===== config.mk =====
export PLATFORM = sky130hd
export DESIGN_NAME = fpdi_core
export DESIGN_NICKNAME = d
export VERILOG_FILES = /design/src/rtl/fpdi_pkg.sv /design/src/rtl/fpdi_core.sv
export SDC_FILE = /design/constraint.sdc
export NUM_CORES = 1
export LEC_CHECK = 0
export BUFFER_PORTS_ARGS = -buffer_cell sky130_fd_sc_hd__buf_2
export CORE_MARGIN = 3
export CORE_UTILIZATION = 30
export DETAILED_ROUTE_END_ITERATION = 12
export HOLD_SLACK_MARGIN = 0.12
export PLACE_DENSITY = 0.42
export SYNTH_ARGS = -nofsm -noshare
export SYNTH_HDL_FRONTEND = slang
export SYNTH_SLANG_ARGS = --single-unit

===== constraint.sdc =====
create_clock -name core_clk -period 7 [get_ports core_clk]
set_input_delay 0.35 -clock core_clk [delete_from_list [all_inputs] [get_ports core_clk]]
set_output_delay 0.35 -clock core_clk [all_outputs]
set_load 0.02 [all_outputs]

===== src/rtl/fpdi_pkg.sv =====
// Constants, types and helpers of the power-down and identification handler
//******************************************************************************
// What this block does
// - Opcode B9h alone, then chip select rising, requests deep power-down
// - Power-down is dropped unless chip select rises right after eight bits
// - Power-down state is reached within the entry time after chip select rises
// - While powered down only opcode ABh is recognised, all others ignored
// - After reset the device is always in normal operation
// - Bare ABh releases power-down, commands accepted after the release time
// - ABh plus three dummy bytes returns the signature byte, MSB first
// - Signature byte repeats while clocked, chip select high ends it
// - Signature read from power-down resumes after the release-with-ID time
// - ABh is ignored while busy, the running cycle is untouched
// - 90h plus zero address returns maker byte then device byte
// - 92h takes address two bits per clock, answers two bits per clock
// - 94h takes dummy clocks and address four bits per clock, answers four
// - Wide ID reads alternate maker and device bytes until chip select rises
// - 4Bh plus four dummy bytes returns the 64-bit serial number
// - 9Fh returns maker, memory type and capacity bytes, MSB first
// - 5Ah, address, eight dummies; data starts on falling edge of clock 40
// - Busy flag reads one during self-timed cycles, zero once ready
//******************************************************************************
`default_nettype none

package fpdi_pkg;

    //**************************************************************************
    // Timing
    //**************************************************************************
    localparam int CLK_NS   = 25;    // Core clock period
    localparam int TDP_NS   = 3000;  // Power-down entry time, longest
    localparam int RELEASE_TIME_NS = 3000;  // Release time, least
    localparam int RELEASE_WITH_ID_TIME_NS = 1800;  // Release-with-ID time, least
    localparam int TDP_CYC  = TDP_NS / CLK_NS - 3;  // Less the pin sync delay
    localparam int RES1_CYC = (RELEASE_TIME_NS + CLK_NS - 1) / CLK_NS;
    localparam int RES2_CYC = (RELEASE_WITH_ID_TIME_NS + CLK_NS - 1) / CLK_NS;
    localparam int TMR_W    = 12;

    //**************************************************************************
    // Opcodes
    //**************************************************************************
    localparam logic [7:0] OPC_PWR_DOWN = 8'hb9;
    localparam logic [7:0] OPC_RELEASE  = 8'hab;
    localparam logic [7:0] OPC_MFR_ID   = 8'h90;
    localparam logic [7:0] OPC_MFR_DUAL = 8'h92;
    localparam logic [7:0] OPC_MFR_QUAD = 8'h94;
    localparam logic [7:0] OPC_UNIQUE   = 8'h4b;
    localparam logic [7:0] OPC_STD_ID   = 8'h9f;
    localparam logic [7:0] OPC_PARAM    = 8'h5a;

    //**************************************************************************
    // Clock counts of each frame, counted in rising link clock edges
    //**************************************************************************
    localparam logic [6:0] CNT_OPC      = 7'h08;  // Opcode complete
    localparam logic [6:0] CNT_MAX      = 7'h7f;  // Counter saturation
    localparam logic [6:0] LEAD_SIG     = 7'h20;  // Opcode plus three dummy bytes
    localparam logic [6:0] LEAD_MFR     = 7'h20;  // Opcode plus 24-bit address
    localparam logic [6:0] LEAD_DUAL    = 7'h18;  // 12 address and 4 mode clocks
    localparam logic [6:0] LEAD_QUAD    = 7'h14;  // 6 address, 2 mode, 4 dummy
    localparam logic [6:0] LEAD_UNIQUE  = 7'h28;  // Four dummy bytes
    localparam logic [6:0] LEAD_STD     = 7'h08;  // Data right after opcode
    localparam logic [6:0] LEAD_PARAM   = 7'h28;  // Address plus eight dummies
    localparam logic [6:0] ADDR_LO_BEG  = 7'h18;  // First clock of address low byte
    localparam logic [7:0] FILL_BYTE    = 8'hff;  // Past the end of a table
    localparam int         PARAM_HEAD_N = 16;     // Stored parameter bytes

    //**************************************************************************
    // Types
    //**************************************************************************
    typedef enum logic [1:0] {
        FPDI_ACTIVE   = 2'h0,
        FPDI_ENTERING = 2'h1,
        FPDI_DOWN     = 2'h3,
        FPDI_WAKING   = 2'h2
    } fpdi_pwr_e;

    //**************************************************************************
    // Helpers
    //**************************************************************************
    // Clocks before data leaves, zero for a command with no data
    function automatic logic [6:0] lead_of(input logic [7:0] opc);
        case (opc)
            OPC_RELEASE:  lead_of = LEAD_SIG;
            OPC_MFR_ID:   lead_of = LEAD_MFR;
            OPC_MFR_DUAL: lead_of = LEAD_DUAL;
            OPC_MFR_QUAD: lead_of = LEAD_QUAD;
            OPC_UNIQUE:   lead_of = LEAD_UNIQUE;
            OPC_STD_ID:   lead_of = LEAD_STD;
            OPC_PARAM:    lead_of = LEAD_PARAM;
            default:      lead_of = 7'h00;
        endcase
    endfunction : lead_of

    // Bits shifted per link clock
    function automatic logic [3:0] width_of(input logic [7:0] opc);
        case (opc)
            OPC_MFR_DUAL: width_of = 4'h2;
            OPC_MFR_QUAD: width_of = 4'h4;
            default:      width_of = 4'h1;
        endcase
    endfunction : width_of

endpackage : fpdi_pkg

`default_nettype wire


===== src/rtl/fpdi_core.sv =====
// Command handler for deep power-down and identification reads
`default_nettype none

module fpdi_core #(
    parameter logic [7:0]  MFR_ID     = 8'h5c,                // Arbitrary value
    parameter logic [7:0]  SIG_ID     = 8'h17,                // Arbitrary value
    parameter logic [7:0]  DEV_ID     = 8'h17,                // Arbitrary value
    parameter logic [7:0]  MEM_TYPE   = 8'h40,                // Arbitrary value
    parameter logic [7:0]  CAPACITY   = 8'h18,                // Arbitrary value
    parameter logic [63:0] UNIQUE_ID  = 64'h0123_4567_89ab_cdef, // Arbitrary
    parameter logic [127:0] PARAM_HEAD = 128'h0011_2233_4455_6677_8899_aabb_ccdd_eeff
) (
    input  wire logic          core_clk,
    input  wire logic          rst_n,
    input  wire logic          spi_clk,
    input  wire logic          spi_cs_n,
    input  wire logic [3:0]    sio_in,
    output var  logic [3:0]    sio_out,
    output var  logic [3:0]    sio_oe,
    input  wire logic          busy_in,
    output var  logic          status_busy,
    output logic               power_down,
    output logic               cmd_ready
);
    import fpdi_pkg::*;

    //**************************************************************************
    // Pin synchronisers
    //**************************************************************************
    logic       cs_s1_q, cs_s2_q, cs_s3_q;
    logic       clk_s1_q, clk_s2_q, clk_s3_q;
    logic [3:0] io_s1_q, io_s2_q;

    // Two flops on every pin, a third only for edge finding
    always_ff @(posedge core_clk) begin
        if (!rst_n) begin
            cs_s1_q  <= 1'b1;
            cs_s2_q  <= 1'b1;
            cs_s3_q  <= 1'b1;
            clk_s1_q <= 1'b0;
            clk_s2_q <= 1'b0;
            clk_s3_q <= 1'b0;
            io_s1_q  <= 4'h0;
            io_s2_q  <= 4'h0;
        end else begin
            cs_s1_q  <= spi_cs_n;
            cs_s2_q  <= cs_s1_q;
            cs_s3_q  <= cs_s2_q;
            clk_s1_q <= spi_clk;
            clk_s2_q <= clk_s1_q;
            clk_s3_q <= clk_s2_q;
            io_s1_q  <= sio_in;
            io_s2_q  <= io_s1_q;
        end
    end

    logic cs_low, sclk_rise, sclk_fall, frame_end;

    // Edge events seen on the core clock
    assign cs_low    = !cs_s2_q;
    assign sclk_rise = cs_low && clk_s2_q && !clk_s3_q;
    assign sclk_fall = cs_low && !clk_s2_q && clk_s3_q;
    assign frame_end = cs_s2_q && !cs_s3_q;

    //**************************************************************************
    // Frame decode
    //**************************************************************************
    logic [6:0] cnt_q;
    logic [7:0] opc_sr_q, opc_q, opc_next, addr_lo_q;
    logic       cmd_ok_q, opc_take, accept;
    fpdi_pwr_e  pwr_q;

    // Rising link edges since chip select fell
    always_ff @(posedge core_clk) begin
        if (!rst_n || !cs_low) begin
            cnt_q <= 7'h00;
        end else if (sclk_rise && cnt_q != CNT_MAX) begin
            cnt_q <= cnt_q + 7'h01;
        end
    end

    // Opcode shift register on the single input line
    always_ff @(posedge core_clk) begin
        if (!rst_n) begin
            opc_sr_q <= 8'h00;
        end else if (sclk_rise && cnt_q < CNT_OPC) begin
            opc_sr_q <= opc_next;
        end
    end

    assign opc_next = {opc_sr_q[6:0], io_s2_q[0]};
    assign opc_take = sclk_rise && cnt_q == CNT_OPC - 7'h01;

    // Which opcodes are honoured in the present state
    always_comb begin
        accept = 1'b0;
        if (opc_next == OPC_RELEASE) begin
            accept = !busy_in;
        end else if (pwr_q == FPDI_ACTIVE) begin
            case (opc_next)
                OPC_PWR_DOWN, OPC_MFR_ID, OPC_MFR_DUAL, OPC_MFR_QUAD,
                OPC_UNIQUE, OPC_STD_ID, OPC_PARAM: accept = 1'b1;
                default: accept = 1'b0;
            endcase
        end
    end

    // Opcode and its verdict, held for the frame
    always_ff @(posedge core_clk) begin
        if (!rst_n || !cs_low) begin
            opc_q    <= 8'h00;
            cmd_ok_q <= 1'b0;
        end else if (opc_take) begin
            opc_q    <= opc_next;
            cmd_ok_q <= accept;
        end
    end

    // Low address byte picks the first parameter byte
    always_ff @(posedge core_clk) begin
        if (!rst_n) begin
            addr_lo_q <= 8'h00;
        end else if (sclk_rise && cnt_q >= ADDR_LO_BEG && cnt_q < LEAD_MFR) begin
            addr_lo_q <= {addr_lo_q[6:0], io_s2_q[0]};
        end
    end

    //**************************************************************************
    // Power state
    //**************************************************************************
    logic [TMR_W-1:0] tmr_q;
    logic             dp_req, rel_bare, rel_sig;

    assign dp_req   = frame_end && cmd_ok_q && opc_q == OPC_PWR_DOWN
                      && cnt_q == CNT_OPC && pwr_q == FPDI_ACTIVE;
    assign rel_bare = frame_end && cmd_ok_q && opc_q == OPC_RELEASE
                      && cnt_q == CNT_OPC && pwr_q[0];
    assign rel_sig  = frame_end && cmd_ok_q && opc_q == OPC_RELEASE
                      && cnt_q > CNT_OPC && pwr_q[0];

    // Entry and release timing
    always_ff @(posedge core_clk) begin
        if (!rst_n) begin
            pwr_q <= FPDI_ACTIVE;
            tmr_q <= '0;
        end else if (dp_req) begin
            pwr_q <= FPDI_ENTERING;
            tmr_q <= TMR_W'(TDP_CYC);
        end else if (rel_bare) begin
            pwr_q <= FPDI_WAKING;
            tmr_q <= TMR_W'(RES1_CYC);
        end else if (rel_sig) begin
            pwr_q <= FPDI_WAKING;
            tmr_q <= TMR_W'(RES2_CYC);
        end else if (tmr_q != '0) begin
            tmr_q <= tmr_q - TMR_W'(1);
            if (tmr_q == TMR_W'(1)) begin
                case (pwr_q)
                    FPDI_ENTERING: pwr_q <= FPDI_DOWN;
                    FPDI_WAKING:   pwr_q <= FPDI_ACTIVE;
                    default:       pwr_q <= pwr_q;
                endcase
            end
        end
    end

    assign power_down = pwr_q == FPDI_DOWN;
    assign cmd_ready  = pwr_q == FPDI_ACTIVE;

    // Busy flag mirrors the self-timed engine
    always_ff @(posedge core_clk) begin
        if (!rst_n) begin
            status_busy <= 1'b0;
        end else begin
            status_busy <= busy_in;
        end
    end

    //**************************************************************************
    // Data out
    //**************************************************************************
    // Byte number idx of the answer to opc
    function automatic logic [7:0] data_byte(input logic [7:0] opc,
                                             input logic [7:0] idx,
                                             input logic [7:0] base);
        logic [7:0] pa;
        pa = base + idx;
        case (opc)
            OPC_RELEASE:  data_byte = SIG_ID;
            OPC_MFR_ID, OPC_MFR_DUAL, OPC_MFR_QUAD:
                data_byte = idx[0] ? DEV_ID : MFR_ID;
            OPC_UNIQUE:   data_byte = 8'(UNIQUE_ID >> {~idx[2:0], 3'h0});
            OPC_STD_ID: begin
                case (idx)
                    8'h00:   data_byte = MFR_ID;
                    8'h01:   data_byte = MEM_TYPE;
                    8'h02:   data_byte = CAPACITY;
                    default: data_byte = FILL_BYTE;
                endcase
            end
            OPC_PARAM: data_byte = (pa < 8'(PARAM_HEAD_N))
                                   ? 8'(PARAM_HEAD >> {~pa[3:0], 3'h0}) : FILL_BYTE;
            default: data_byte = FILL_BYTE;
        endcase
    endfunction : data_byte

    // Top bits of a byte placed on the lines in use
    function automatic logic [3:0] line_bits(input logic [7:0] v,
                                             input logic [3:0] w);
        case (w)
            4'h2:    line_bits = {2'h0, v[7:6]};
            4'h4:    line_bits = v[7:4];
            default: line_bits = {2'h0, v[7], 1'b0};
        endcase
    endfunction : line_bits

    logic [7:0] sr_q, byte_idx_q, cur;
    logic [3:0] bits_left_q, w;
    logic       data_phase, shift_ev, load;

    assign w          = width_of(opc_q);
    assign data_phase = cmd_ok_q && lead_of(opc_q) != 7'h00
                        && cnt_q >= lead_of(opc_q);
    assign shift_ev   = sclk_fall && data_phase;
    assign load       = bits_left_q == 4'h0;
    assign cur        = load ? data_byte(opc_q, byte_idx_q, addr_lo_q) : sr_q;

    // Output shifter, one step per falling link edge
    always_ff @(posedge core_clk) begin
        if (!rst_n || !cs_low) begin
            sr_q        <= 8'h00;
            bits_left_q <= 4'h0;
            byte_idx_q  <= 8'h00;
            sio_out     <= 4'h0;
            sio_oe      <= 4'h0;
        end else if (shift_ev) begin
            sr_q        <= 8'(cur << w);
            bits_left_q <= load ? 4'h8 - w : bits_left_q - w;
            byte_idx_q  <= load ? byte_idx_q + 8'h01 : byte_idx_q;
            sio_out     <= line_bits(cur, w);
            sio_oe      <= line_bits(8'hff, w);
        end
    end

    //**************************************************************************
    // Checks
    //**************************************************************************
    localparam int DP_MAX = TDP_CYC + 1;
    localparam int W1     = RES1_CYC;
    localparam int W2     = RES2_CYC;

    a_pd_entry_time: assert property (@(posedge core_clk) disable iff (!rst_n)
        dp_req |-> ##[1:DP_MAX] pwr_q == FPDI_DOWN)
        else $error("power-down not reached in time");

    a_pd_boundary_only: assert property (@(posedge core_clk) disable iff (!rst_n)
        frame_end && opc_q == OPC_PWR_DOWN && cnt_q != CNT_OPC
        && pwr_q == FPDI_ACTIVE |=> pwr_q == FPDI_ACTIVE)
        else $error("power-down taken off a byte boundary");

    a_down_ignores: assert property (@(posedge core_clk) disable iff (!rst_n)
        opc_take && pwr_q != FPDI_ACTIVE && opc_next != OPC_RELEASE
        |=> !cmd_ok_q ##1 sio_oe == 4'h0)
        else $error("command honoured while powered down");

    a_reset_active: assert property (@(posedge core_clk) disable iff (!rst_n)
        !$past(rst_n) |-> pwr_q == FPDI_ACTIVE && !power_down)
        else $error("not active after reset");

    a_release_time: assert property (@(posedge core_clk) disable iff (!rst_n)
        rel_bare |-> ##W1 pwr_q == FPDI_WAKING ##1 pwr_q == FPDI_ACTIVE)
        else $error("release time wrong");

    a_release_id_time: assert property (@(posedge core_clk) disable iff (!rst_n)
        rel_sig |-> ##W2 pwr_q == FPDI_WAKING ##1 pwr_q == FPDI_ACTIVE)
        else $error("release with signature time wrong");

    a_busy_ignores: assert property (@(posedge core_clk) disable iff (!rst_n)
        opc_take && busy_in && opc_next == OPC_RELEASE
        |=> !cmd_ok_q && $stable(pwr_q))
        else $error("release taken while busy");

    a_oe_frame: assert property (@(posedge core_clk) disable iff (!rst_n)
        !cs_low |=> sio_oe == 4'h0 && byte_idx_q == 8'h00)
        else $error("lines driven outside a frame");

    a_std_id_first: assert property (@(posedge core_clk) disable iff (!rst_n)
        shift_ev && load && opc_q == OPC_STD_ID && byte_idx_q == 8'h00
        |=> sio_out[1] == MFR_ID[7] && sio_oe == 4'h2)
        else $error("standard ID does not open with maker byte");

    a_dual_alternate: assert property (@(posedge core_clk) disable iff (!rst_n)
        shift_ev && load && opc_q == OPC_MFR_DUAL && byte_idx_q[0]
        |=> sio_out[1:0] == DEV_ID[7:6] && sio_oe == 4'h3)
        else $error("dual ID does not alternate");

    a_param_start: assert property (@(posedge core_clk) disable iff (!rst_n)
        shift_ev && load && opc_q == OPC_PARAM && byte_idx_q == 8'h00 |-> cnt_q == LEAD_PARAM)
        else $error("parameter data not on clock 40");

    a_busy_flag: assert property (@(posedge core_clk) disable iff (!rst_n)
        busy_in ##1 !busy_in |=> !status_busy ##0 $past(status_busy))
        else $error("busy flag does not follow engine");

    // Signature byte on every load
    a_sig_repeat: assert property (@(posedge core_clk) disable iff (!rst_n)
        shift_ev && load && opc_q == OPC_RELEASE
        |=> sio_out[1] == SIG_ID[7] && sio_oe == 4'h2)
        else $error("signature byte not repeated");

    // Maker byte on even loads
    a_mfr_first: assert property (@(posedge core_clk) disable iff (!rst_n)
        shift_ev && load && opc_q == OPC_MFR_ID && !byte_idx_q[0]
        |=> sio_out[1] == MFR_ID[7])
        else $error("maker byte out of place");

    // Dual reads open with the maker byte
    a_dual_first: assert property (@(posedge core_clk) disable iff (!rst_n)
        shift_ev && load && opc_q == OPC_MFR_DUAL && !byte_idx_q[0]
        |=> sio_out[1:0] == MFR_ID[7:6] && sio_oe == 4'h3)
        else $error("dual maker byte wrong");

    // Quad reads drive all four lines
    a_quad_lines: assert property (@(posedge core_clk) disable iff (!rst_n)
        shift_ev && load && opc_q == OPC_MFR_QUAD && !byte_idx_q[0]
        |=> sio_out == MFR_ID[7:4] && sio_oe == 4'hf)
        else $error("quad maker nibble wrong");

    // Serial number opens with its top bit
    a_unique_first: assert property (@(posedge core_clk) disable iff (!rst_n)
        shift_ev && load && opc_q == OPC_UNIQUE && byte_idx_q == 8'h00
        |=> sio_out[1] == UNIQUE_ID[63])
        else $error("serial number order wrong");

    // Byte zero follows the top of the table
    a_param_wrap: assert property (@(posedge core_clk) disable iff (!rst_n)
        shift_ev && load && opc_q == OPC_PARAM && addr_lo_q + byte_idx_q == 8'h00
        |=> sio_out[1] == PARAM_HEAD[127])
        else $error("parameter byte zero wrong");

endmodule : fpdi_core

`default_nettype wire


==> flow_summary.yaml <==
run_status:
  status: "finished, final reports clean"
sta:
  finalCriticalPeriod_ns: 4.44
  rsz0062_at_grt: "no"
  worst_slew_pin_slew_ns: 0.986
  hold_viol: 0
  slew_headroom: 0.343
  finClkSkew_ns: 0.00913
  setup_viol_count_final: 0
  timing.setup.tns_ns: 0
  timing.fmax_ghz: 0.225
  period_share: 0.634
  slew_viol_final: 0
yosys:
  syn_area_um2: 4920
  ys_warn_count: 0
  synth_top_cell_by_area: "dfxtp_1"
  synth_fa_ha_area_frac: 0.0870
  ys.flop_type: "dfxtp_1"
  async_reset_ff_frac: 0
  synth_top_family_by_area: "simple AND/OR/NAND/NOR gates"
  synthTopCellsByArea: "dfxtp_1 (33%), ha_1 (7.9%), nor2_1 (5.7%)"
  synth_compound_area_frac: 0.177
  syn-num-nets: 641
  synthDistinctLibCells: 71
  ys_seq_elements: 81
  netlist_instances: 599
  synth_edf_count: 0
  muxShareOfSynthArea: 0.0511
  synthSimpleGateAreaFrac: 0.263
  synth_xor_area_frac: 0.0445
  synth_top_area_share: 0.330
  syn_avg_cell_area_um2: 8.21
  ys_seq_area_frac: 0.330
die:
  die_h_um: 134
  core_um2: 15900
  initial_utilization: 0.309
  rows: 46
  dieWidth_um: 134
  io_pins: 20
  dieArea_um2: 18000
power_and_ir_drop:
  vdd.ir_drop.worst_mv: 0.156
  p_switching_mw: 0.312
  power_density_nw_per_um2: 218
  p_int_mw: 0.882
  combPwrFrac: 0.147
  pwr-share-clk: 0.427
  switching_share: 0.261
  p_leak_nw: 2.18
  finalPower_mw: 1.19
  seq_power_share: 0.426
detailed_routing:
  drc: 0
  drtIter0Drc: 270
  wl_per_cell_um: 15.4
  drt-total-wl_um: 12600
  ant_nets: 0
  dr_total_vias: 4216
  vias_per_cell: 5.14
  dr.pass1.iters: 4
critical_path:
  cp_max_fo: 23
  path_class: "flop to flop"
  startpoint_type: "flop"
  cp_data_arrival_time_ns: 4.64
  r2r_start: "opc_q[6]"
  crit_path_max_incr_delay_ns: 0.80
  crit_required_ns: 7.20
  r2r_cells: 14
  cpMostUsedCell: "ha_1"
  path_cells: "and4bb_1, nand4b_1, ha_1, and3_4, nor2_1, ha_1, inv_1, o31ai_1, a21o_1, a21oi_1, or2_1, nor2_2, a211oi_1, a311oi_1"
  cpMaxStageDelayCell: "ha_1"
  critPathCaptureType: "flop"
  reg2reg_slack_ns: 2.56
  r2r_end: "sr_q[6]"
global_route:
  grt_max_degree: 32
  grt_usage: 0.148
  grt_first_pass_wirelength_um: 21400
  grt_pass1_vias: 4099
  gr-total-overflow: 0
  antenna_found_initial: 0
clock_network:
  ctsHtreeMaxLevel: 3
  cts_inserted_buffers: 9
  cts.sink_count: 81
  cts_setup_buffers: 0
  clock_latency_ns: 0.34
  holdBufCountCts: 0
  root_buffer: "clkbuf_16"
  cts_tree: "built"
  cts_resized: 0
  clk_pin_slew_ns: 0.06
  clockBufferDepth: 2
placed_design:
  portBuffers: 16
  place.detailed.hpwl_um: 9140
  gp_congestion: 0.831
job:
  maxCapViolations: 0
final_layout:
  fillers: 1734
  drive_above_1_share: 0.0843
  area_growth_syn_to_layout_pct: 11.5
  final_common_cell: "dfxtp_1"
  antenna_cells: 0
  final_cell_mix: "dfxtp_1 (81), nor2_1 (75), a21oi_1 (47), nand2_1 (42), ha_1 (31)"
  layout.nets: 642
  ff_latch_area_um2: 1620
  multiInputGateArea_um2: 3070
worst_hold_path:
  worstHoldStart: "spi_cs_n"
  min_to: "cs_s1_q"
  hold_class: "input pin to flop"
  hold_depth: 2
flip-flops by register name, indices dropped and copies added (netlist names), 3 cells and up:
signal	cells
addr_lo_q	8
bits_left_q	4
byte_idx_q	8
cnt_q	7
opc_q	8
opc_sr_q	7
sio_oe	3
sio_out	4
sr_q	8
tmr_q	12
cells by family after synthesis:
group / count (synthesis)
buffers and inverters: 56
adder cells (fa/ha/maj): 33
flip-flops: 81
multiplexers: 25
AO/OA/AOI/OAI: 134
XOR/XNOR: 25
AND/OR/NAND/NOR: 245
Yosys cell counts (all sizes together) (3+ instances only):
cell and count:
a211oi 9, a21boi 3, a21o 5, a21oi 47, a22oi 6, a311oi 4
a31o 4, a31oi 6, and2 12, and3 6, buf 11, clkbuf 19
dfxtp 81, ha 31, inv 26, mux2i 24, nand2 42, nand2b 8
nand3 13, nand3b 3, nand4 9, nand4b 3, nor2 76, nor2b 19
nor3 17, nor4 11, o21a 5, o21ai 21, o22ai 3, o31a 3
o31ai 5, or2 4, or3 6, or4 4, xnor2 14, xor2 11
metrics by stage:
step | util | setup slack [ns] | instance area [µm²] | hold WS, ns | std cells
floorplan | - | 3.81 | 4920 | 0.386 | 599
global placement | 0.324 | 2.53 | 5170 | 0.390 | 805
detailed placement | 0.324 | 2.48 | 5170 | 0.395 | 805
CTS | 0.344 | 2.49 | 5480 | 0.178 | 821
global route | 0.344 | 2.10 | 5480 | 0.191 | 821
finish | 0.344 | 2.56 | 5480 | 0.190 | 821
worst max-delay path: cells and delay by family, from the launching register on:
kind / cells / cell delay, ns
AOI/OAI and AO/OA: 5 / 0.87
adders and majority gates: 2 / 1.08
buffers and inverters: 1 / 0.05
DFF: 1 / 0.42
and+or+nand+nor: 6 / 1.86
power by group through the flow:
stage          Clock (mW)  Combinational, mW  Sequential (mW)
2_1_floorplan           0              0.150            0.514
3_3_place_gp            0              0.176            0.518
3_5_place_dp            0              0.177            0.519
4_1_cts             0.529              0.178            0.509
5_1_grt             0.546              0.204            0.513
6_report            0.510              0.176            0.509
routing by layer:
metal / wire length [µm] / GRT usage
met2: 5880 / 0.236
met4: 165 / 0.0373
met5: 0 / 0
met1: 6160 / 0.205
met3: 405 / 0.0308
worst max-delay path by stage:
stage / startpoint / endpoint
5_1_grt: opc_q[6] / sr_q[6]
3_5_place_dp: opc_q[6] / sr_q[6]
3_3_place_gp: opc_q[6] / sr_q[6]
4_1_cts: opc_q[6] / sr_q[6]
2_1_floorplan: opc_q[4] / sr_q[0]
6_report: opc_q[6] / sr_q[6]
cell type report:
class / instances / share of cell area
Clock buffer: 12 / 0.0431
Clock inverter: 4 / 0.0141
Inverter: 26 / 0.0178
Multi-Input combinational cell: 462 / 0.560
Sequential cell: 81 / 0.296
Tap cell: 216 / 0.0493
Timing Repair Buffer: 20 / 0.0201
Note: power is estimated with default switching activity, not from simulation.
